--- src/hw/mss_map.vh ---
`ifndef MSS_MAP_VH
`define MSS_MAP_VH
// Register byte addresses (Avalon word aligned)
`define ADDR_STAT_A 6'h00
`define ADDR_STAT_B 6'h04
`define ADDR_OPERAND 6'h08
`define ADDR_CTRL 6'h0c
`define ADDR_MCAND 6'h10
`define ADDR_PROD 6'h14
`define ADDR_PSHIFT 6'h18
`define ADDR_ACC 6'h1c
`define ADDR_ACC_IN 6'h20
`define ADDR_ISHIFT 6'h24
`define ADDR_OSHIFT 6'h28
`define ADDR_WBUS 6'h2c
`define ADDR_TEST 6'h30
// Status A fields
`define SA_SAT_BIT 11
`define SA_OVF_BIT 12
// Status B fields
`define SB_PM_LO 0
`define SB_XF_BIT 4
`define SB_SX_BIT 10
`define SB_TC_BIT 11
// Reset values
`define STAT_A_RST 16'h0000
`define STAT_B_RST 16'h0000
// Product shift modes
`define PM_NONE 2'h0
`define PM_L1 2'h1
`define PM_L4 2'h2
`define PM_R6 2'h3
// Control register command bits
`define CTL_MUL_BIT 0
`define CTL_SIGNED_BIT 1
`define CTL_ADD_BIT 2
`define CTL_SUB_BIT 3
`define CTL_LOAD_BIT 4
`define CTL_DYN_BIT 5
`define CTL_ADDP_BIT 6
`define CTL_BIT_TEST_DYNAMIC_BIT 7
`define CTL_HIGH_BIT 8
// Saturation values
`define ACC_MAX 32'h7fffffff
`define ACC_MIN 32'h80000000
`endif

--- src/hw/mult_shift_sat.v ---
// Function
// - Signed or unsigned 16x16 to 32-bit multiply
// - Product register holds until next multiply
// - Product shifter: none, left1, left4, right6
// - Status B bits 1:0 select product shift
// - Operand register feeds multiply, shifts, bit tests
// - Output shifter left 0-7, high/low half out
// - Input shifter places data left 0-16
// - Status B bit 10 enables sign extension
// - Status A bit 12 flags accumulator overflow
// - Status A bit 11 enables saturation
// - Saturate to most positive or negative
// - Status B bit 11 holds test result
// - Status B bit 4 drives external flag pin
// - Both status registers readable and writable
// - Sign extension copies value's top bit
// - Zero fill for unused bit positions
//
// Local design decisions: the address map and the Avalon-MM slave port.
`timescale 1ns/1ps
`default_nettype none
`include "mss_map.vh"
module mult_shift_sat (
  // Clock and reset
  input wire clk,
  input wire rstn,
  // Avalon-MM slave
  input wire [5:0] address,
  input wire read,
  input wire write,
  input wire [31:0] writedata,
  input wire [3:0] byteenable,
  output reg [31:0] readdata,
  output reg waitrequest,
  // External flag pin
  output reg external_flag_pin
);

  reg [15:0] stat_a_ff;
  reg [15:0] stat_b_ff;
  reg [15:0] multiply_operand_holding_ff;
  reg [15:0] mcand_ff;
  reg [31:0] product_holding_register_ff;
  reg [31:0] acc_ff;
  reg [15:0] acc_in_ff;
  reg [4:0] ishift_ff;
  reg [2:0] oshift_ff;
  reg [15:0] wbus_ff;
  reg ack_ff;
  reg [31:0] nxt_acc;
  reg nxt_ovf;

  // Byte-lane merge of a 16-bit register
  function [15:0] merge16;
    input [15:0] old;
    input [31:0] wd;
    input [3:0] be;
    begin
      merge16[7:0] = be[0] ? wd[7:0] : old[7:0];
      merge16[15:8] = be[1] ? wd[15:8] : old[15:8];
    end
  endfunction

  // Left shift of a 16-bit value into 32 bits with optional sign fill
  function [31:0] place;
    input [15:0] val;
    input [4:0] sh;
    input sx;
    reg [31:0] ext;
    begin
      ext = sx ? {{16{val[15]}}, val} : {16'h0000, val};
      place = ext << sh;
    end
  endfunction

  // Add with overflow detect and saturation
  function [32:0] sat_add;
    input [31:0] a;
    input [31:0] b;
    input sat_en;
    reg [31:0] s;
    reg ov;
    begin
      s = a + b;
      ov = (a[31] == b[31]) && (s[31] != a[31]);
      if (ov && sat_en) begin
        s = a[31] ? `ACC_MIN : `ACC_MAX;
      end
      sat_add = {ov, s};
    end
  endfunction

  // Sign-aware 16x16 multiply
  wire sgn_mul = writedata[`CTL_SIGNED_BIT];
  wire [31:0] prod_s = $signed(multiply_operand_holding_ff) * $signed(mcand_ff);
  wire [31:0] prod_u = multiply_operand_holding_ff * mcand_ff;
  wire [31:0] prod_new = sgn_mul ? prod_s : prod_u;

  // Product shifter
  reg [31:0] pshift;
  always @* begin
    case (stat_b_ff[`SB_PM_LO+1:`SB_PM_LO])
      `PM_NONE: pshift = product_holding_register_ff;
      `PM_L1: pshift = product_holding_register_ff << 1;
      `PM_L4: pshift = product_holding_register_ff << 4;
      `PM_R6: pshift = {{6{product_holding_register_ff[31]}},
                        product_holding_register_ff[31:6]};
      default: pshift = product_holding_register_ff;
    endcase
  end

  // Output shifter
  wire [31:0] oshifted = acc_ff << oshift_ff;

  // Input shifter, static or dynamic count
  wire sx = stat_b_ff[`SB_SX_BIT];
  wire [4:0] dyn_cnt = {1'b0, multiply_operand_holding_ff[3:0]};
  wire [4:0] cnt = writedata[`CTL_DYN_BIT] ? dyn_cnt : ishift_ff;
  wire [31:0] in_val = place(acc_in_ff, cnt, sx);

  wire wr_ctl = write && !waitrequest && (address == `ADDR_CTRL);

  // Accumulator command evaluation
  reg [32:0] r;
  always @* begin
    nxt_acc = acc_ff;
    nxt_ovf = 1'b0;
    r = 33'h0;
    if (wr_ctl) begin
      if (writedata[`CTL_LOAD_BIT]) begin
        nxt_acc = in_val;
      end else if (writedata[`CTL_ADD_BIT]) begin
        r = sat_add(acc_ff, in_val, stat_a_ff[`SA_SAT_BIT]);
        nxt_acc = r[31:0];
        nxt_ovf = r[32];
      end else if (writedata[`CTL_SUB_BIT]) begin
        r = sat_add(acc_ff, ~in_val + 32'h1, stat_a_ff[`SA_SAT_BIT]);
        nxt_acc = r[31:0];
        nxt_ovf = r[32] || (in_val == `ACC_MIN && !acc_ff[31]);
        // Negating the most negative value wraps; saturate that case too
        if (in_val == `ACC_MIN && !acc_ff[31] && stat_a_ff[`SA_SAT_BIT]) begin
          nxt_acc = `ACC_MAX;
        end
      end else if (writedata[`CTL_ADDP_BIT]) begin
        r = sat_add(acc_ff, pshift, stat_a_ff[`SA_SAT_BIT]);
        nxt_acc = r[31:0];
        nxt_ovf = r[32];
      end
    end
  end

  // Bit test at dynamic position
  wire bit_hit = acc_in_ff[4'hf - multiply_operand_holding_ff[3:0]];

  // Register file and datapath state
  always @(posedge clk or negedge rstn) begin
    if (!rstn) begin
      stat_a_ff <= `STAT_A_RST;
      stat_b_ff <= `STAT_B_RST;
      multiply_operand_holding_ff <= 16'h0000;
      mcand_ff <= 16'h0000;
      product_holding_register_ff <= 32'h00000000;
      acc_ff <= 32'h00000000;
      acc_in_ff <= 16'h0000;
      ishift_ff <= 5'h00;
      oshift_ff <= 3'h0;
      wbus_ff <= 16'h0000;
    end else begin
      acc_ff <= nxt_acc;
      // Write bus captured only on a command write
      if (wr_ctl) begin
        wbus_ff <= writedata[`CTL_HIGH_BIT] ? oshifted[31:16] : oshifted[15:0];
      end
      if (write && !waitrequest) begin
        case (address)
          `ADDR_STAT_A: stat_a_ff <= merge16(stat_a_ff, writedata, byteenable);
          `ADDR_STAT_B: stat_b_ff <= merge16(stat_b_ff, writedata, byteenable);
          `ADDR_OPERAND: multiply_operand_holding_ff <= merge16(multiply_operand_holding_ff,
                                                               writedata, byteenable);
          `ADDR_MCAND: mcand_ff <= merge16(mcand_ff, writedata, byteenable);
          `ADDR_ACC: acc_ff <= writedata;
          `ADDR_ACC_IN: acc_in_ff <= merge16(acc_in_ff, writedata, byteenable);
          `ADDR_ISHIFT: ishift_ff <= (writedata[4:0] > 5'h10) ? 5'h10 : writedata[4:0];
          `ADDR_OSHIFT: oshift_ff <= writedata[2:0];
          default: ;
        endcase
      end
      if (wr_ctl && writedata[`CTL_MUL_BIT]) begin
        product_holding_register_ff <= prod_new;
      end
      if (wr_ctl && writedata[`CTL_BIT_TEST_DYNAMIC_BIT]) begin
        stat_b_ff[`SB_TC_BIT] <= bit_hit;
      end
      // Overflow sticky; set wins over software clear
      if (nxt_ovf) begin
        stat_a_ff[`SA_OVF_BIT] <= 1'b1;
      end
    end
  end

  // Avalon handshake: one wait cycle, then ack
  always @(posedge clk or negedge rstn) begin
    if (!rstn) begin
      ack_ff <= 1'b0;
      waitrequest <= 1'b1;
      readdata <= 32'h00000000;
      external_flag_pin <= 1'b0;
    end else begin
      external_flag_pin <= stat_b_ff[`SB_XF_BIT];
      ack_ff <= (read || write) && waitrequest && !ack_ff;
      waitrequest <= !((read || write) && waitrequest && !ack_ff);
      if (read && waitrequest && !ack_ff) begin
        case (address)
          `ADDR_STAT_A: readdata <= {16'h0000, stat_a_ff};
          `ADDR_STAT_B: readdata <= {16'h0000, stat_b_ff};
          `ADDR_OPERAND: readdata <= {16'h0000, multiply_operand_holding_ff};
          `ADDR_MCAND: readdata <= {16'h0000, mcand_ff};
          `ADDR_PROD: readdata <= product_holding_register_ff;
          `ADDR_PSHIFT: readdata <= pshift;
          `ADDR_ACC: readdata <= acc_ff;
          `ADDR_ACC_IN: readdata <= {16'h0000, acc_in_ff};
          `ADDR_ISHIFT: readdata <= {27'h0, ishift_ff};
          `ADDR_OSHIFT: readdata <= {29'h0, oshift_ff};
          `ADDR_WBUS: readdata <= {16'h0000, wbus_ff};
          `ADDR_TEST: readdata <= {31'h0, stat_b_ff[`SB_TC_BIT]};
          default: readdata <= 32'h00000000;
        endcase
      end
    end
  end

endmodule // mult_shift_sat
`default_nettype wire

--- config.mk ---
export PLATFORM = sky130hd
export DESIGN_NAME = mult_shift_sat
export DESIGN_NICKNAME = d
export VERILOG_FILES = /design/src/hw/mult_shift_sat.v
export VERILOG_INCLUDE_DIRS = /design/src /design/src/hw
export SDC_FILE = /design/constraint.sdc
export NUM_CORES = 2
export LEC_CHECK = 0
export BUFFER_PORTS_ARGS = -buffer_cell sky130_fd_sc_hd__buf_2
export CELL_PAD_IN_SITES_DETAIL_PLACEMENT = 0
export CELL_PAD_IN_SITES_GLOBAL_PLACEMENT = 1
export CORE_UTILIZATION = 51
export DETAILED_ROUTE_END_ITERATION = 10
export MAX_ROUTING_LAYER = met4
export PLACE_DENSITY = 0.81
export SLEW_MARGIN = 20
export SYNTH_ARGS = -nofsm -noshare
export SYNTH_HDL_FRONTEND = slang
export SYNTH_SLANG_ARGS = --single-unit
--- constraint.sdc ---
create_clock -name clk -period 7.5 [get_ports clk]
set_clock_uncertainty 0.15 [all_clocks]
set_input_delay 0.375 -clock clk [delete_from_list [all_inputs] [get_ports clk]]
set_output_delay 0.375 -clock clk [all_outputs]
set_load 0.005 [all_outputs]
Yosys cells after proc, flatten, opt, wreduce, memory -nomap -nowiden --
Index checks and enable logic that the tools add are counted.
Storage, ports and cells: bits in registers 203, bits in latches 0, bits in writable memories 0, memory bits (read-only) 0, input bits 46, output and inout port bits 34, word-level logic and storage cells 135, memories kept 0
Cells by class: add/subtract/negate cells 5, $mul 2, div/mod/pow operators 0, $lt $le $gt $ge 2, eq/ne operators 22, shift operators 2, multiplexer cells 36, bitwise logic cells 1, reduce and logical (&&, ||, !) cells 44
Operators by type and width (count):
- $mux W32 | 14
- $pmux W32 S12 | 1
- $pmux W32 S4 | 1
- $add A32 B32 Y32 | 3
- $mul A16 B16 Y32 | 2
- $reduce_and A3 Y1 | 12
- $add A32 B1 Y32 const B | 1
- $eq A32 B32 Y1 const B | 1
- $not A32 Y32 | 1
- $shl A32 B3 Y32 | 1
- $shl A32 B5 Y32 | 1
- $eq A6 B6 Y1 const B | 5
- $mux W13 | 2
- $eq A6 B5 Y1 const B | 4
- $mux W12 | 2
- $logic_and A1 B1 Y1 | 16
- $mux W16 | 1
- $mux W8 | 2
- $mux W5 | 3
- $eq A6 B4 Y1 const B | 2
- $reduce_bool A2 Y1 | 6
- $mux W1 | 8
- $eq A6 B3 Y1 const B | 1
- $logic_not A6 Y1 | 1
- 13 further kinds | 23

Logic depth before layout (Yosys ltp) --
depth in word-level cells 16, mapped depth 29

Worst setup path after synthesis --
Ideal clock, no wire load.
kind register to register, from register multiply_operand_holding_ff[13], to register product_holding_register_ff[31], library setup time 116 ps, arrival time 6630 ps, setup slack 605 ps, cell stages (with the launch flop) 26, buffers on the path 2, clock period less this slack 6895 ps, cell sequence dfrtp_1 clkbuf_1 clkbuf_1 nand2_1 fa_1 inv_1 fa_1 inv_1 fa_1 inv_1 fa_1 inv_1 fa_1 inv_1 fa_1 ha_1 or3_1 a2111oi_0 nor2_1 a221o_1 a41oi_1 a21oi_1 a31o_2 a31oi_1 xnor2_1 o311ai_0
Between the ends: cells in the longest elaborated chain, start to end 2
RTL lines:
- start: declaration | RTL line mult_shift_sat.v:41 | reg [15:0] multiply_operand_holding_ff;
- start signal: assignment | RTL line mult_shift_sat.v:178 | `ADDR_OPERAND: multiply_operand_holding_ff <= merge16(multiply_operand_holding_ff,
- $mul A16 B16 Y32 (on tied branches) | RTL line mult_shift_sat.v:96, mult_shift_sat.v:95
- $mux W32 * | RTL line mult_shift_sat.v:97 | wire [31:0] prod_new = sgn_mul ? prod_s : prod_u;
- end signal: assignment | RTL line mult_shift_sat.v:189 | product_holding_register_ff <= prod_new;
- end: declaration | RTL line mult_shift_sat.v:43 | reg [31:0] product_holding_register_ff;
Mark *: on every way between the ends. The rest lies on a longest branch, timed or not. A chain may end at the register's enable or synchronous reset.

Worst setup path in the final report --
from register mcand_ff[4], to register product_holding_register_ff[31]
Between the ends: cells in the longest elaborated chain, start to end 2
RTL lines:
- start: declaration | RTL line mult_shift_sat.v:42 | reg [15:0] mcand_ff;
- start signal: assignment | RTL line mult_shift_sat.v:180 | `ADDR_MCAND: mcand_ff <= merge16(mcand_ff, writedata, byteenable);
- $mul A16 B16 Y32 (on tied branches) | RTL line mult_shift_sat.v:96, mult_shift_sat.v:95
- $mux W32 * | RTL line mult_shift_sat.v:97
Marked as above.

==> impl.org <==
** STA
- RSZ-0062 raised after global routing :: no
- Headroom to the max-slew limit came out at 23.9%.
- Worst Slack Setup Final :: 0.388 ns
- Number of failing hold endpoints at the final stage :: 0
- Worst slew pin tran :: 1.14 ns
- The number of max-slew violations in the final report is 0.
- Fin crit share :: 94.8%
- Counting I/O delays and the setup requirement, the final critical path takes 7.11 ns.
- On the final layout, the worst hold slack is 0.0355 ns.
- Final setup vio count :: 0
- Based on the critical path, the design can be clocked at up to 0.141 GHz.
- Final-layout setup total negative slack :: 0 ns

** Route
- For this block, the initial DRC count from the detailed router was 2830.
- In the final routed layout, each cell accounts on average for 23.7 µm.
- Number of search-and-repair iterations in the first detailed-routing pass :: 10
- DRC Markers :: 0
- Vias after detailed routing :: 28.7k
- Routed vias/inst :: 6.12
- ANT nets after route :: 0
- The routed design has 111000 µm of wire.

** Pwr
- Maximum VDD drop :: about 0.00015 V
- Cell area power density :: about 150 nW/µm²
- Leakage Power :: ~0.018 µW

** Synth
- After synthesis the cells add up to 33500 µm².
- Mapped Nets :: 4434
- For this run, asynchronously set or reset flops after synthesis account for 100%.
- Averaged over all synthesized cells, the footprint is 8.88 µm².
- In this run, synthesis inferred 0 flip-flops with an integrated enable.
- Yosys printed 0 warnings.
- Synthesis handed over a netlist of 3773 instances.
- Number of distinct standard cells referenced by the synthesized netlist :: 98
- Post-synthesis register bit count :: 203
- Among all flip-flop cells after synthesis, the most frequent one is dfrtp_1.
- For this run, the register share of the synthesized area comes to 15.2%.

** Clock tree
- TritonCTS buffer count :: 24
- TritonCTS clock tree :: yes
- No sink is reached through more buffers than the 3 on the longest clock path.
- The cell sitting at the root of the clock tree is a clkbuf_16.
- Clock latency on the worst-skew pair, taken at its later pin, is 0.58 ns.
- After clock tree synthesis, the clock-pin slew on the worst setup and hold paths is 0.07 ns.
- In this run the number of H-tree levels came out at 1.
- Post-CTS timing repair inserted 0 buffers for setup.
- The tree built by TritonCTS fans out to between 200 and 250 sinks.

** Critical path
- Broken down by cell family, the worst path's largest delay share belongs to adder cells.
- STA puts the critical path data arrival time at 7.39 ns.
- On the critical path, the stage with the largest delay is an instance of dfrtp_1.
- The most numerous cell type found on the critical path is fa_1.
- Stages on the worst setup path :: 22
- Source of the worst register-to-register timing path :: mcand_ff[4]
- Maximum net fanout on the critical path :: 10
- FF-to-FF setup slack :: 0.39 ns
- Category of the worst setup path launch point :: register
- CP Data Required Time :: around 7.8 ns
- The endpoint identified for the worst register-to-register timing path is product_holding_register_ff[31].
- Walking the worst path, the cells encountered are buf_4 > nand2_1 > fa_1 > inv_1 > fa_1 > fa_1 > fa_1 > inv_1 > fa_1 > inv_1 > fa_1 > ha_1 > a21o_1 > a2111oi_0 > nor2_1 > a221o_1 > a41oi_1 > a21oi_1 > a31o_2 > a31oi_1 > xnor2_1 > o311ai_0.
- Slowest stage delay, CP :: approximately 0.6 ns
- STA classifies the critical path endpoint as a register.
- Counting cells, the worst reg-to-reg path comes to 22.
- CP Buf/Inv Count :: 4
- The critical path is of the register to register type.

** GRT
- Overall fraction of global-route tracks in use :: 34.9%
- Entering global routing, the biggest net connects 81 pins.
- The number of global-route vias before repair came to between 20k and 30k.
- The number of antenna violations at the first check in global routing was 4.
- The first global-routing pass estimated 173000 µm of wire.
- Global routing finished with a remaining overflow of 0.

** Place
- At the end of routability-driven placement, the weighted congestion stood at 0.967.
- Buffers placed on the I/O ports in this run total a little under 80.
- Inst Count DP :: 4632
- Once detailed placement completed, the half-perimeter wirelength came to 88900 µm.
- Before CTS, the worst setup slack after placement is ~0.3 ns.

** Die
- Width of the chip :: approximately 260 µm
- The floorplan step defined a die boundary enclosing 66700 µm².
- Placeable Area :: roughly 65000 µm²
- Row count :: between 90 and 100
- The floorplan step set the die height to between 200 and 300 µm.
- Number of ports placed on the die boundary :: 80
- Initial core utilization :: 51.8%

** Min path
- The path with the worst hold slack has its endpoint at acc_ff[7].
- Startpoint of the tightest hold check path :: writedata[7]
- Along the worst hold path, the cell count comes to 3.
- The path class of the tightest hold or removal check is input port to register.

** Finish
- Share of the core filled with cells :: 56.0%
- The post-route netlist has 12.6% of its cells at a drive strength greater than 1.
- Fin cells :: 4691
- Area added between synthesis and finish :: 8.12%
- Final-stage net count :: about 4.5k

** Run
- Number of maximum-capacitance violations :: 0

** Outcome
- The run finished with clean final reports.
## registers in the layout, summed over array words and instances (netlist names)
| signal | cells |
|---|---|
| product_holding_register_ff | 32 |
| external_flag_pin | 1 |
| ack_ff | 1 |
| mcand_ff | 16 |
| stat_a_ff | 16 |
| oshift_ff | 3 |
| ishift_ff | 5 |
| readdata | 32 |
| stat_b_ff | 16 |
| wbus_ff | 16 |
| multiply_operand_holding_ff | 16 |
| acc_ff | 32 |
| acc_in_ff | 16 |
| waitrequest | 1 |
## cells in the mapped netlist, types with 16 or more instances
master    number  area share, %
inv_1        493            5.5
nand2_1      412            4.6
fa_1         368             22
a21oi_1      247            3.7
ha_1         247            9.2
dfrtp_1      202             15
nor2_1       182            2.0
o21ai_0      180            2.7
clkbuf_1     174            1.9
and2_1       126            2.4
mux2_2       108            3.6
xnor2_1      106            2.8
a21o_1        90            2.0
mux4_2        70            4.7
xor2_1        61            1.6
mux2i_1       58            1.7
nand3_1       45           0.67
a22oi_1       41           0.92
nor3_1        39           0.58
nand2b_1      37           0.69
a31oi_1       35           0.65
nor2b_1       30           0.56
o21bai_1      28           0.63
a211oi_1      26           0.58
o211ai_1      23           0.52
o21a_1        23           0.52
o22ai_1       23           0.43
a221oi_1      22           0.58
a22o_1        18           0.47
and3_1        16           0.30
## area by class of cell
type	instances	area [µm²]
Inverter	496	1860
Antenna cell	3	7.51
Sequential cell	203	5100
Timing Repair Buffer	209	1460
Clock buffer	30	673
Fill cell	6070	28500
Multi-Input combinational cell	2881	25800
Clock inverter	14	224
Tap cell	855	1070
## metrics by stage
step / instance area, µm² / power [µW]
floorplan: 33500 / 3260
global placement: 35200 / 4090
detailed placement: 35200 / 4070
CTS: 36200 / 5440
global route: 36200 / 5780
finish: 36200 / 5500
## routing by layer
metal	track usage [%]	wire (µm)	vias up	share of wire, %
li1	-	-	13000	-
met1	42.9	44000	14100	40
met2	57.0	52600	1250	47
met3	4.11	8010	338	7.2
met4	17.2	6740	0	6.1
met5	-	0	-	0
## kinds of logic after synthesis
family          synth area share (%)
simple gates                    13.5
compound gates                  17.5
buf+inv                         7.88
fa+ha+maj                       31.2
mux                             10.2
flops                           15.2
xor+xnor                        4.43
## worst max path at each step
stage	startpoint	end	slack (ns)
floorplan	multiply_operand_holding_ff[13]	product_holding_register_ff[31]	0.60
global placement	multiply_operand_holding_ff[5]	product_holding_register_ff[31]	0.36
detailed placement	mcand_ff[2]	product_holding_register_ff[31]	0.30
CTS	mcand_ff[2]	product_holding_register_ff[31]	0.28
global route	mcand_ff[4]	product_holding_register_ff[27]	0.002
finish	mcand_ff[4]	product_holding_register_ff[31]	0.39
## timing repair
action,in CTS,in global routing
endpoints found under the setup margin,0,18
endpoints found under the hold margin,68,0
gates resized for setup,0,12
hold buffers,11,0
## power breakdown
group | switching [µW] | internal, µW
sequential | 251 | 1170
clock | 542 | 815
combinational | 1570 | 1140
total | 2370 | 3130
## worst register-to-register path, cell delays in order (launching register included)
cell and delay, ns:
dfrtp_1 0.59, buf_4 0.27, nand2_1 0.09, fa_1 0.54, inv_1 0.05, fa_1 0.38, fa_1 0.52, fa_1 0.55
inv_1 0.07, fa_1 0.49, inv_1 0.06, fa_1 0.45, ha_1 0.36, a21o_1 0.23, a2111oi_0 0.36, nor2_1 0.20
a221o_1 0.36, a41oi_1 0.28, a21oi_1 0.15, a31o_2 0.29, a31oi_1 0.20, xnor2_1 0.09, o311ai_0 0.26
## placed cells by master, fill, tap and decap left out, types with 45 or more instances in the layout
cell type / n
inv_1: 493
nand2_1: 411
fa_1: 368
ha_1: 247
a21oi_1: 246
dfrtp_1: 190
nor2_1: 181
o21ai_0: 180
and2_1: 126
buf_4: 116
mux2_2: 109
xnor2_1: 106
a21o_1: 90
buf_2: 76
mux4_2: 70
xor2_1: 61
mux2i_1: 58
nand3_1: 45
(Power assumes the default switching activity.)
